### config.mk
export PLATFORM = sky130hd
export DESIGN_NAME = sccit_timing
export DESIGN_NICKNAME = d
export VERILOG_FILES = /design/src/sccit_timing.v /design/src/sccit_xmem_time.v
export VERILOG_INCLUDE_DIRS = /design/src
export SDC_FILE = /design/constraint.sdc
export NUM_CORES = 1
export LEC_CHECK = 0
export ABC_CLOCK_PERIOD_IN_PS = 4700
export BUFFER_PORTS_ARGS = -buffer_cell sky130_fd_sc_hd__buf_2
export CORE_UTILIZATION = 35
export CTS_CLUSTER_SIZE = 24
export DETAILED_ROUTE_END_ITERATION = 10
export GPL_TIMING_DRIVEN = 0
export PLACE_DENSITY_LB_ADDON = 0.05
export SETUP_SLACK_MARGIN = 0.05
export SLEW_MARGIN = 20
export SYNTH_ARGS = -nofsm -noshare
export SYNTH_HDL_FRONTEND = slang
export SYNTH_SLANG_ARGS = --single-unit
### constraint.sdc
create_clock -name clk_i -period 4.7 [get_ports clk_i]
set_input_delay 0.94 -clock clk_i [delete_from_list [all_inputs] [get_ports clk_i]]
set_output_delay 0.94 -clock clk_i [all_outputs]
set_load 0.1 [all_outputs]
### src/sccit_consts.vh
// constants for the instruction timing sequencer: timing class codes,
// auxiliary-space access bases and stretch field widths.
// assumes one system clock, one counted execution cycle per clock period.
`ifndef SCCIT_CONSTS_VH
`define SCCIT_CONSTS_VH

// timing class codes presented with each issued instruction
`define SCCIT_CLS_W              6
`define SCCIT_MOV_A_BANK         6'h00
`define SCCIT_MOV_A_DIR          6'h01
`define SCCIT_MOV_A_IND          6'h02
`define SCCIT_MOV_A_IMM          6'h03
`define SCCIT_MOV_BANK_A         6'h04
`define SCCIT_MOV_BANK_DIR       6'h05
`define SCCIT_MOV_BANK_IMM       6'h06
`define SCCIT_MOV_DIR_A          6'h07
`define SCCIT_MOV_DIR_BANK       6'h08
`define SCCIT_MOV_DIR_DIR        6'h09
`define SCCIT_MOV_DIR_IND        6'h0a
`define SCCIT_MOV_DIR_IMM        6'h0b
`define SCCIT_MOV_IND_A          6'h0c
`define SCCIT_MOV_IND_DIR        6'h0d
`define SCCIT_MOV_IND_IMM        6'h0e
`define SCCIT_LOAD_PTR_IMM       6'h0f
`define SCCIT_CODE_READ_PTR      6'h10
`define SCCIT_CODE_READ_PC       6'h11
`define SCCIT_AUX_RD_8           6'h12
`define SCCIT_AUX_RD_16          6'h13
`define SCCIT_AUX_WR_8           6'h14
`define SCCIT_AUX_WR_16          6'h15
`define SCCIT_PUSH_DIR           6'h16
`define SCCIT_POP_DIR            6'h17
`define SCCIT_XCH_BANK           6'h18
`define SCCIT_XCH_DIR            6'h19
`define SCCIT_XCH_IND            6'h1a
`define SCCIT_LOW_NIBBLE_XCH     6'h1b
`define SCCIT_ARITH_BANK         6'h1c
`define SCCIT_ARITH_DIR          6'h1d
`define SCCIT_ARITH_IND          6'h1e
`define SCCIT_ARITH_IMM          6'h1f
`define SCCIT_LOGIC_A_BANK       6'h20
`define SCCIT_LOGIC_A_DIR        6'h21
`define SCCIT_LOGIC_A_IND        6'h22
`define SCCIT_LOGIC_A_IMM        6'h23
`define SCCIT_LOGIC_DIR_A        6'h24
`define SCCIT_LOGIC_DIR_IMM      6'h25
`define SCCIT_CLEAR_A            6'h26
`define SCCIT_COMPL_A            6'h27
`define SCCIT_ROT_LEFT           6'h28
`define SCCIT_ROT_LEFT_C         6'h29
`define SCCIT_ROT_RIGHT          6'h2a
`define SCCIT_ROT_RIGHT_C        6'h2b
`define SCCIT_SWAP_A             6'h2c

// widths of length, cycle and stretch fields
`define SCCIT_BYTES_W            2
`define SCCIT_CYC_W              5
`define SCCIT_ALE_STR_W          2
`define SCCIT_STB_STR_W          3

// auxiliary-space timing
`define SCCIT_AUX_ONCHIP_CYC     5'h03
`define SCCIT_XMEM_BASE_MUX      5'h05
`define SCCIT_XMEM_BASE_DEMUX    5'h03

`endif

### src/sccit_timing.v
// instruction length and execution-cycle sequencer of the core.
// the fetch logic presents one timing class per issue; this block holds
// it for the counted number of cycles and signals the next fetch.
`include "sccit_consts.vh"

module sccit_timing (
  // clock and reset
  input  wire                          clk_i,
  input  wire                          reset_n_i,
  // issue from fetch
  input  wire                          issue_i,
  input  wire [`SCCIT_CLS_W-1:0]       class_i,
  input  wire                          aux_external_i,
  // external bus stretch setup
  input  wire                          external_bus_mode_select_i,
  input  wire [`SCCIT_ALE_STR_W-1:0]   ale_stretch_i,
  input  wire [`SCCIT_STB_STR_W-1:0]   strobe_stretch_i,
  input  wire                          strobe_setup_hold_stretch_i,
  // sequencing
  output wire                          ready_o,
  output wire                          busy_o,
  output wire                          fetch_next_o,
  // status of the instruction in execution
  output reg  [`SCCIT_BYTES_W-1:0]     instr_bytes_o,
  output reg  [`SCCIT_CYC_W-1:0]       instr_cycles_o,
  output reg  [`SCCIT_CYC_W-1:0]       cycle_index_o,
  output reg  [`SCCIT_CLS_W-1:0]       class_o,
  output reg                           ext_access_o,
  output reg                           illegal_o
);

  reg  [`SCCIT_CYC_W-1:0]   remain_r;
  reg  [`SCCIT_CYC_W-1:0]   remain_nxt;
  reg  [`SCCIT_CYC_W-1:0]   index_nxt;
  reg  [`SCCIT_BYTES_W-1:0] bytes_lut;
  reg  [`SCCIT_CYC_W-1:0]   cycles_lut;
  reg                       aux_lut;
  reg                       illegal_lut;
  reg  [`SCCIT_CYC_W-1:0]   cycles_eff;
  wire [`SCCIT_CYC_W-1:0]   xmem_cycles;
  wire                      take;

  // remaining-cycle values that carry a meaning of their own
  localparam [`SCCIT_CYC_W-1:0] REMAIN_IDLE = 5'h00;
  localparam [`SCCIT_CYC_W-1:0] REMAIN_LAST = 5'h01;

  sccit_xmem_time u_xmem_time (
    .external_bus_mode_select_i  (external_bus_mode_select_i),
    .ale_stretch_i               (ale_stretch_i),
    .strobe_stretch_i            (strobe_stretch_i),
    .strobe_setup_hold_stretch_i (strobe_setup_hold_stretch_i),
    .access_cycles_o             (xmem_cycles)
  );

  // length and cycle table, keyed by timing class
  always @* begin
    bytes_lut   = 2'h1;
    cycles_lut  = 5'h01;
    aux_lut     = 1'b0;
    illegal_lut = 1'b0;
    case (class_i)
      // moves into the accumulator
      `SCCIT_MOV_A_BANK: begin
        bytes_lut  = 2'h1;
        cycles_lut = 5'h01;
      end
      `SCCIT_MOV_A_DIR,
      `SCCIT_MOV_A_IMM: begin
        bytes_lut  = 2'h2;
        cycles_lut = 5'h02;
      end
      `SCCIT_MOV_A_IND: begin
        bytes_lut  = 2'h1;
        cycles_lut = 5'h02;
      end
      // moves into bank registers
      `SCCIT_MOV_BANK_A: begin
        bytes_lut  = 2'h1;
        cycles_lut = 5'h02;
      end
      `SCCIT_MOV_BANK_DIR: begin
        bytes_lut  = 2'h2;
        cycles_lut = 5'h04;
      end
      `SCCIT_MOV_BANK_IMM: begin
        bytes_lut  = 2'h2;
        cycles_lut = 5'h02;
      end
      // moves into direct and indirect locations
      `SCCIT_MOV_DIR_A,
      `SCCIT_MOV_DIR_BANK,
      `SCCIT_MOV_IND_DIR,
      `SCCIT_MOV_IND_IMM: begin
        bytes_lut  = 2'h2;
        cycles_lut = 5'h03;
      end
      `SCCIT_MOV_DIR_DIR: begin
        bytes_lut  = 2'h3;
        cycles_lut = 5'h04;
      end
      `SCCIT_MOV_DIR_IND: begin
        bytes_lut  = 2'h2;
        cycles_lut = 5'h04;
      end
      `SCCIT_MOV_DIR_IMM: begin
        bytes_lut  = 2'h3;
        cycles_lut = 5'h03;
      end
      `SCCIT_MOV_IND_A: begin
        bytes_lut  = 2'h1;
        cycles_lut = 5'h03;
      end
      // data pointer, code space and auxiliary space
      `SCCIT_LOAD_PTR_IMM: begin
        bytes_lut  = 2'h3;
        cycles_lut = 5'h03;
      end
      `SCCIT_CODE_READ_PTR,
      `SCCIT_CODE_READ_PC: begin
        bytes_lut  = 2'h1;
        cycles_lut = 5'h04;
      end
      `SCCIT_AUX_RD_8,
      `SCCIT_AUX_RD_16,
      `SCCIT_AUX_WR_8,
      `SCCIT_AUX_WR_16: begin
        bytes_lut  = 2'h1;
        cycles_lut = `SCCIT_AUX_ONCHIP_CYC;
        aux_lut    = 1'b1;
      end
      // stack and exchanges
      `SCCIT_PUSH_DIR: begin
        bytes_lut  = 2'h2;
        cycles_lut = 5'h04;
      end
      `SCCIT_POP_DIR: begin
        bytes_lut  = 2'h2;
        cycles_lut = 5'h03;
      end
      `SCCIT_XCH_BANK: begin
        bytes_lut  = 2'h1;
        cycles_lut = 5'h03;
      end
      `SCCIT_XCH_DIR: begin
        bytes_lut  = 2'h2;
        cycles_lut = 5'h04;
      end
      `SCCIT_XCH_IND: begin
        bytes_lut  = 2'h1;
        cycles_lut = 5'h04;
      end
      `SCCIT_LOW_NIBBLE_XCH: begin
        bytes_lut  = 2'h1;
        cycles_lut = 5'h04;
      end
      // arithmetic and logic: the operation never changes the count,
      // only the operand kind does, so one class serves each kind
      `SCCIT_ARITH_BANK: begin
        bytes_lut  = 2'h1;
        cycles_lut = 5'h02;
      end
      `SCCIT_ARITH_IMM: begin
        bytes_lut  = 2'h2;
        cycles_lut = 5'h02;
      end
      `SCCIT_ARITH_DIR: begin
        bytes_lut  = 2'h2;
        cycles_lut = 5'h03;
      end
      `SCCIT_ARITH_IND: begin
        bytes_lut  = 2'h1;
        cycles_lut = 5'h03;
      end
      `SCCIT_LOGIC_A_BANK: begin
        bytes_lut  = 2'h1;
        cycles_lut = 5'h02;
      end
      `SCCIT_LOGIC_A_IMM: begin
        bytes_lut  = 2'h2;
        cycles_lut = 5'h02;
      end
      `SCCIT_LOGIC_A_DIR: begin
        bytes_lut  = 2'h2;
        cycles_lut = 5'h03;
      end
      `SCCIT_LOGIC_A_IND: begin
        bytes_lut  = 2'h1;
        cycles_lut = 5'h03;
      end
      `SCCIT_LOGIC_DIR_A: begin
        bytes_lut  = 2'h2;
        cycles_lut = 5'h04;
      end
      `SCCIT_LOGIC_DIR_IMM: begin
        bytes_lut  = 2'h3;
        cycles_lut = 5'h04;
      end
      // single-operand accumulator operations
      `SCCIT_CLEAR_A,
      `SCCIT_ROT_LEFT,
      `SCCIT_ROT_LEFT_C,
      `SCCIT_ROT_RIGHT,
      `SCCIT_ROT_RIGHT_C,
      `SCCIT_SWAP_A: begin
        bytes_lut  = 2'h1;
        cycles_lut = 5'h01;
      end
      `SCCIT_COMPL_A: begin
        bytes_lut  = 2'h1;
        cycles_lut = 5'h02;
      end
      default: begin
        // unknown classes run as a one-cycle filler so fetch never stalls
        bytes_lut   = 2'h1;
        cycles_lut  = 5'h01;
        illegal_lut = 1'b1;
      end
    endcase
  end

  // external auxiliary moves take their length from the stretch settings
  always @* begin
    if (aux_lut && aux_external_i) begin
      cycles_eff = xmem_cycles;
    end else begin
      cycles_eff = cycles_lut;
    end
  end

  // a new instruction may be taken in the cycle that fetches it, so
  // back-to-back instructions are spaced exactly by their cycle counts
  assign busy_o       = (remain_r != REMAIN_IDLE);
  assign fetch_next_o = (remain_r == REMAIN_LAST);
  assign ready_o      = !busy_o || fetch_next_o;
  assign take         = issue_i && ready_o;

  // next remaining count and position; a take restarts both
  always @* begin
    remain_nxt = remain_r;
    index_nxt  = cycle_index_o;
    if (take) begin
      remain_nxt = cycles_eff;
      index_nxt  = 5'h00;
    end else if (busy_o) begin
      remain_nxt = remain_r - 5'h01;
      if (remain_r != REMAIN_LAST) begin
        index_nxt = cycle_index_o + 5'h01;
      end
    end
  end

  // cycle counter and position inside the instruction
  always @(posedge clk_i) begin
    if (!reset_n_i) begin
      remain_r      <= REMAIN_IDLE;
      cycle_index_o <= 5'h00;
    end else begin
      remain_r      <= remain_nxt;
      cycle_index_o <= index_nxt;
    end
  end

  // status is loaded only at a take, so it keeps describing the
  // instruction in execution while fetch holds the next one back
  always @(posedge clk_i) begin
    if (!reset_n_i) begin
      instr_bytes_o  <= 2'h0;
      instr_cycles_o <= 5'h00;
      class_o        <= 6'h00;
      ext_access_o   <= 1'b0;
      illegal_o      <= 1'b0;
    end else if (take) begin
      instr_bytes_o  <= bytes_lut;
      instr_cycles_o <= cycles_eff;
      class_o        <= class_i;
      ext_access_o   <= aux_lut && aux_external_i;
      illegal_o      <= illegal_lut;
    end
  end

endmodule // sccit_timing

### src/sccit_xmem_time.v
// external auxiliary-space access time from the bus stretch settings.
// assumes the settings are steady while an access is being issued.
`include "sccit_consts.vh"

module sccit_xmem_time (
  // bus setup
  input  wire                          external_bus_mode_select_i,
  input  wire [`SCCIT_ALE_STR_W-1:0]   ale_stretch_i,
  input  wire [`SCCIT_STB_STR_W-1:0]   strobe_stretch_i,
  input  wire                          strobe_setup_hold_stretch_i,
  // result
  output reg  [`SCCIT_CYC_W-1:0]       access_cycles_o
);

  wire [`SCCIT_CYC_W-1:0] ale_x2;
  wire [`SCCIT_CYC_W-1:0] stb;
  wire [`SCCIT_CYC_W-1:0] sh_x2;

  assign ale_x2 = {2'b00, ale_stretch_i, 1'b0};
  assign stb    = {2'b00, strobe_stretch_i};
  assign sh_x2  = {3'b000, strobe_setup_hold_stretch_i, 1'b0};

  // mode low: address latch phase is present and stretched twice
  always @* begin
    if (!external_bus_mode_select_i) begin
      access_cycles_o = `SCCIT_XMEM_BASE_MUX + ale_x2 + stb + sh_x2;
    end else begin
      access_cycles_o = `SCCIT_XMEM_BASE_DEMUX + stb + sh_x2;
    end
  end

endmodule // sccit_xmem_time

==> metrics <==
# fillers=roughly 550; Synth async-reset ratio=0%; Syn-to-layout area delta=17.4%; Setup crit end kind=output port; Final Cycle Share=61.1%; Cell Int Power=0.000493 W; Main synth FF type=dfxtp_1; Die Span X=~75 um; hpwl dp=~3500 um; initial core utilization=a little over a third; Antenna Violating Nets Remaining=0; final setup vio count=0; Vias/cell=just over 5; CP max FO=7; Syn Nets=around 260; final hold vios=0; Die Ht=74.8 um; syn_area_per_cell=between 7 and 8 um2; LEAKAGE=roughly 0.99 nW; Cell variety after synth=between 50 and 60; Slew HR=66.5%; Synth area leaders=dfxtp_1, ha_1, nand2_1; total power after layout=approximately 0.0012 W; EDFF count, synth=0; first-pass GRT wire length=7310 um; mux cell area share after synthesis=2.70%; CTS resizes=0; mapped cell area=roughly 1900 um2; RD Place Congestion=about 0.85; die footprint=5590 um2; largest net degree at the start of global routing=14; Max Root-Sink Buffers=2; worst setup margin=1830 ps; Num CTS Buffers=3; post-layout min period=2870 ps; initial antenna violation count=0; clock share of power=10.8%; Worst IR Drop VDD=between 0.2 and 0.3 mV; number of synthesized register bits=25; Non-Filler Instances=between 300 and 400; status=finished, final reports clean; Gate power share=between 60 and 70%; RSZ-0062 raised after global routing=false; pwr/cell area=~550 nW/um2; CTS root buf=clkbuf_8; Synth Area in Compound Gates=around 27%; YS warnings=0; FP Rows=26; All-Layer GR Usage=between 10% and 20%; Seq/Total Area, Yosys=a little over a quarter; TNS Setup=0 ps; clock tree sinks=25; Sequential Power Share=24.7%; Pre-antenna DRT Iters=4; max_cap viols=0; final WL=4520 um; Synth top area share=~27%; latest clock arrival within the worst-skew pair=between 200 and 300 ps; fmax=0.348 GHz; cts hold-fix bufs=0; switching share of power=59.0%; Core ar.=between 5000 and 6000 um2; CP arrival=just under 2000 ps; clock skew=about 1.9 ps; DRT iter0 DRCs=just under 50; Setup crit start kind=register; share of cells above drive strength 1=between 20 and 25%; largest family of logic cells by synthesized area=compound AO/OA/AOI/OAI gates; H-tree levels=1; Slew @ Worst Pin=approximately 500 ps; Place WS=around 1800 ps; total number of vias=approximately 1700; grt ovf=0; post-CTS setup buffers=0; Cells after Synth=roughly 230; Slowest-stage cell, CP=or4b_1; Slew Limit Fails=0; most frequent cells in the layout=buf_2, nand2_1, dfxtp_1; Hold Path Class=register to register; Ports=40; Adder-Cell Fraction of Synth Area=8.91%; vias in the first global route=1490; nets=~300; Avg WL per Cell=between 10 and 15 um; Cells after DPL=around 340; xor and xnor area share after synthesis=3.78%; post-layout util=between 40% and 50%; sw power=roughly 0.00071 W; Crit Path Category=register to output port; crit-path max cell delay=between 400 and 500 ps; Clock Pin Slew Worst Setup and Hold Paths=roughly 90 ps; commonest non-fill, non-tap cell in the layout=buf_2; DRC=0; CTS tree=yes; port buffer count=38; cell taking the most area after synthesis=dfxtp_1; Antenna Cells=0; WP data required=3760 ps; cell breakdown of the critical path=inv_1, ha_1, or4b_1, clkbuf_1, buf_2; Post-Synth Simple-Gate Area=between 20% and 30%
cell families (layout without fill, tap and decap cells):
group                      count (synthesis)  after routing
AOI/OAI and AO/OA                         68             68
xor gates and xnor gates                   8              8
adders and majority gates                 12             12
buffers and inverters                     32             74
DFF                                       25             25
muxes                                      5              5
and+or+nand+nor                           83             83
synth_stat cells (3+ instances only):
cell / number
a21boi_0: 11
a21oi_1: 9
a31oi_1: 7
buf_2: 6
clkbuf_1: 8
dfxtp_1: 25
ha_1: 10
inv_1: 16
mux2i_1: 5
nand2_1: 31
nand2b_1: 7
nand3_1: 8
nand4_1: 4
nor2_1: 10
nor2b_1: 5
nor3_1: 4
o21ai_0: 9
o22ai_1: 3
xor2_1: 6
per-layer routing:
| layer | track usage [%] | vias up | share of wire [%] |
|---|---|---|---|
| met5 | 0 | - | 0 |
| met4 | 5.87 | 0 | 1.6 |
| met3 | 1.47 | 6 | 3.5 |
| met2 | 24.3 | 44 | 41 |
| met1 | 26.9 | 774 | 54 |
| li1 | - | 911 | - |
sequential cells by signal (all words and copies together), names as in the netlist:
name and flops:
class_o 6, cycle_index_o 5, ext_access_o 1, illegal_o 1
instr_bytes_o 2, instr_cycles_o 5, remain_r 5
per-stage QoR:
stage          hold WS [ps]  instance area [um2]
2_1_floorplan           478                 1850
3_3_place_gp            448                 2130
3_5_place_dp            454                 2130
4_1_cts                 467                 2180
5_1_grt                 493                 2180
6_report                463                 2180
layout make-up:
type	count	area (um2)	area share, %
Buffer	16	75.1	3.45
Clock buffer	4	45.0	2.07
Inverter	16	60.1	2.76
Multi-Input combinational cell	176	1220	56.0
Sequential cell	25	500	23.0
Tap cell	70	87.6	4.03
Timing Repair Buffer	38	190	8.74
critical path: cells and delay by family, from the launching register on:
family                   cells  cell delay, ps
adder cells (fa/ha/maj)      1             280
AND/OR/NAND/NOR              1             450
flip-flops                   1             350
buffers and inverters        3             580
power by group through the flow:
stage                     clock network (W)  registers, W  logic [W]
after floorplan                           0      0.000556   0.000392
after global placement                    0      0.000302   0.000778
after detailed placement                  0      0.000303   0.000780
after CTS                          0.000134      0.000297   0.000782
after global routing               0.000144      0.000305   0.000841
final                              0.000130      0.000297   0.000776
path summary, 6_finish.rpt:
check	from	end	slack, ps	cells past startpoint
max	remain_r[0]$_SDFFE_PN0P_	busy_o	1830	5
min	class_o[0]$_SDFFE_PN0P_	class_o[0]$_SDFFE_PN0P_	460	2
max reg2reg	remain_r[0]$_SDFFE_PN0P_	cycle_index_o[1]$_SDFFE_PP0P_	2580	6
min reg2reg	class_o[0]$_SDFFE_PN0P_	class_o[0]$_SDFFE_PN0P_	460	2
(Power assumes the default switching activity.)
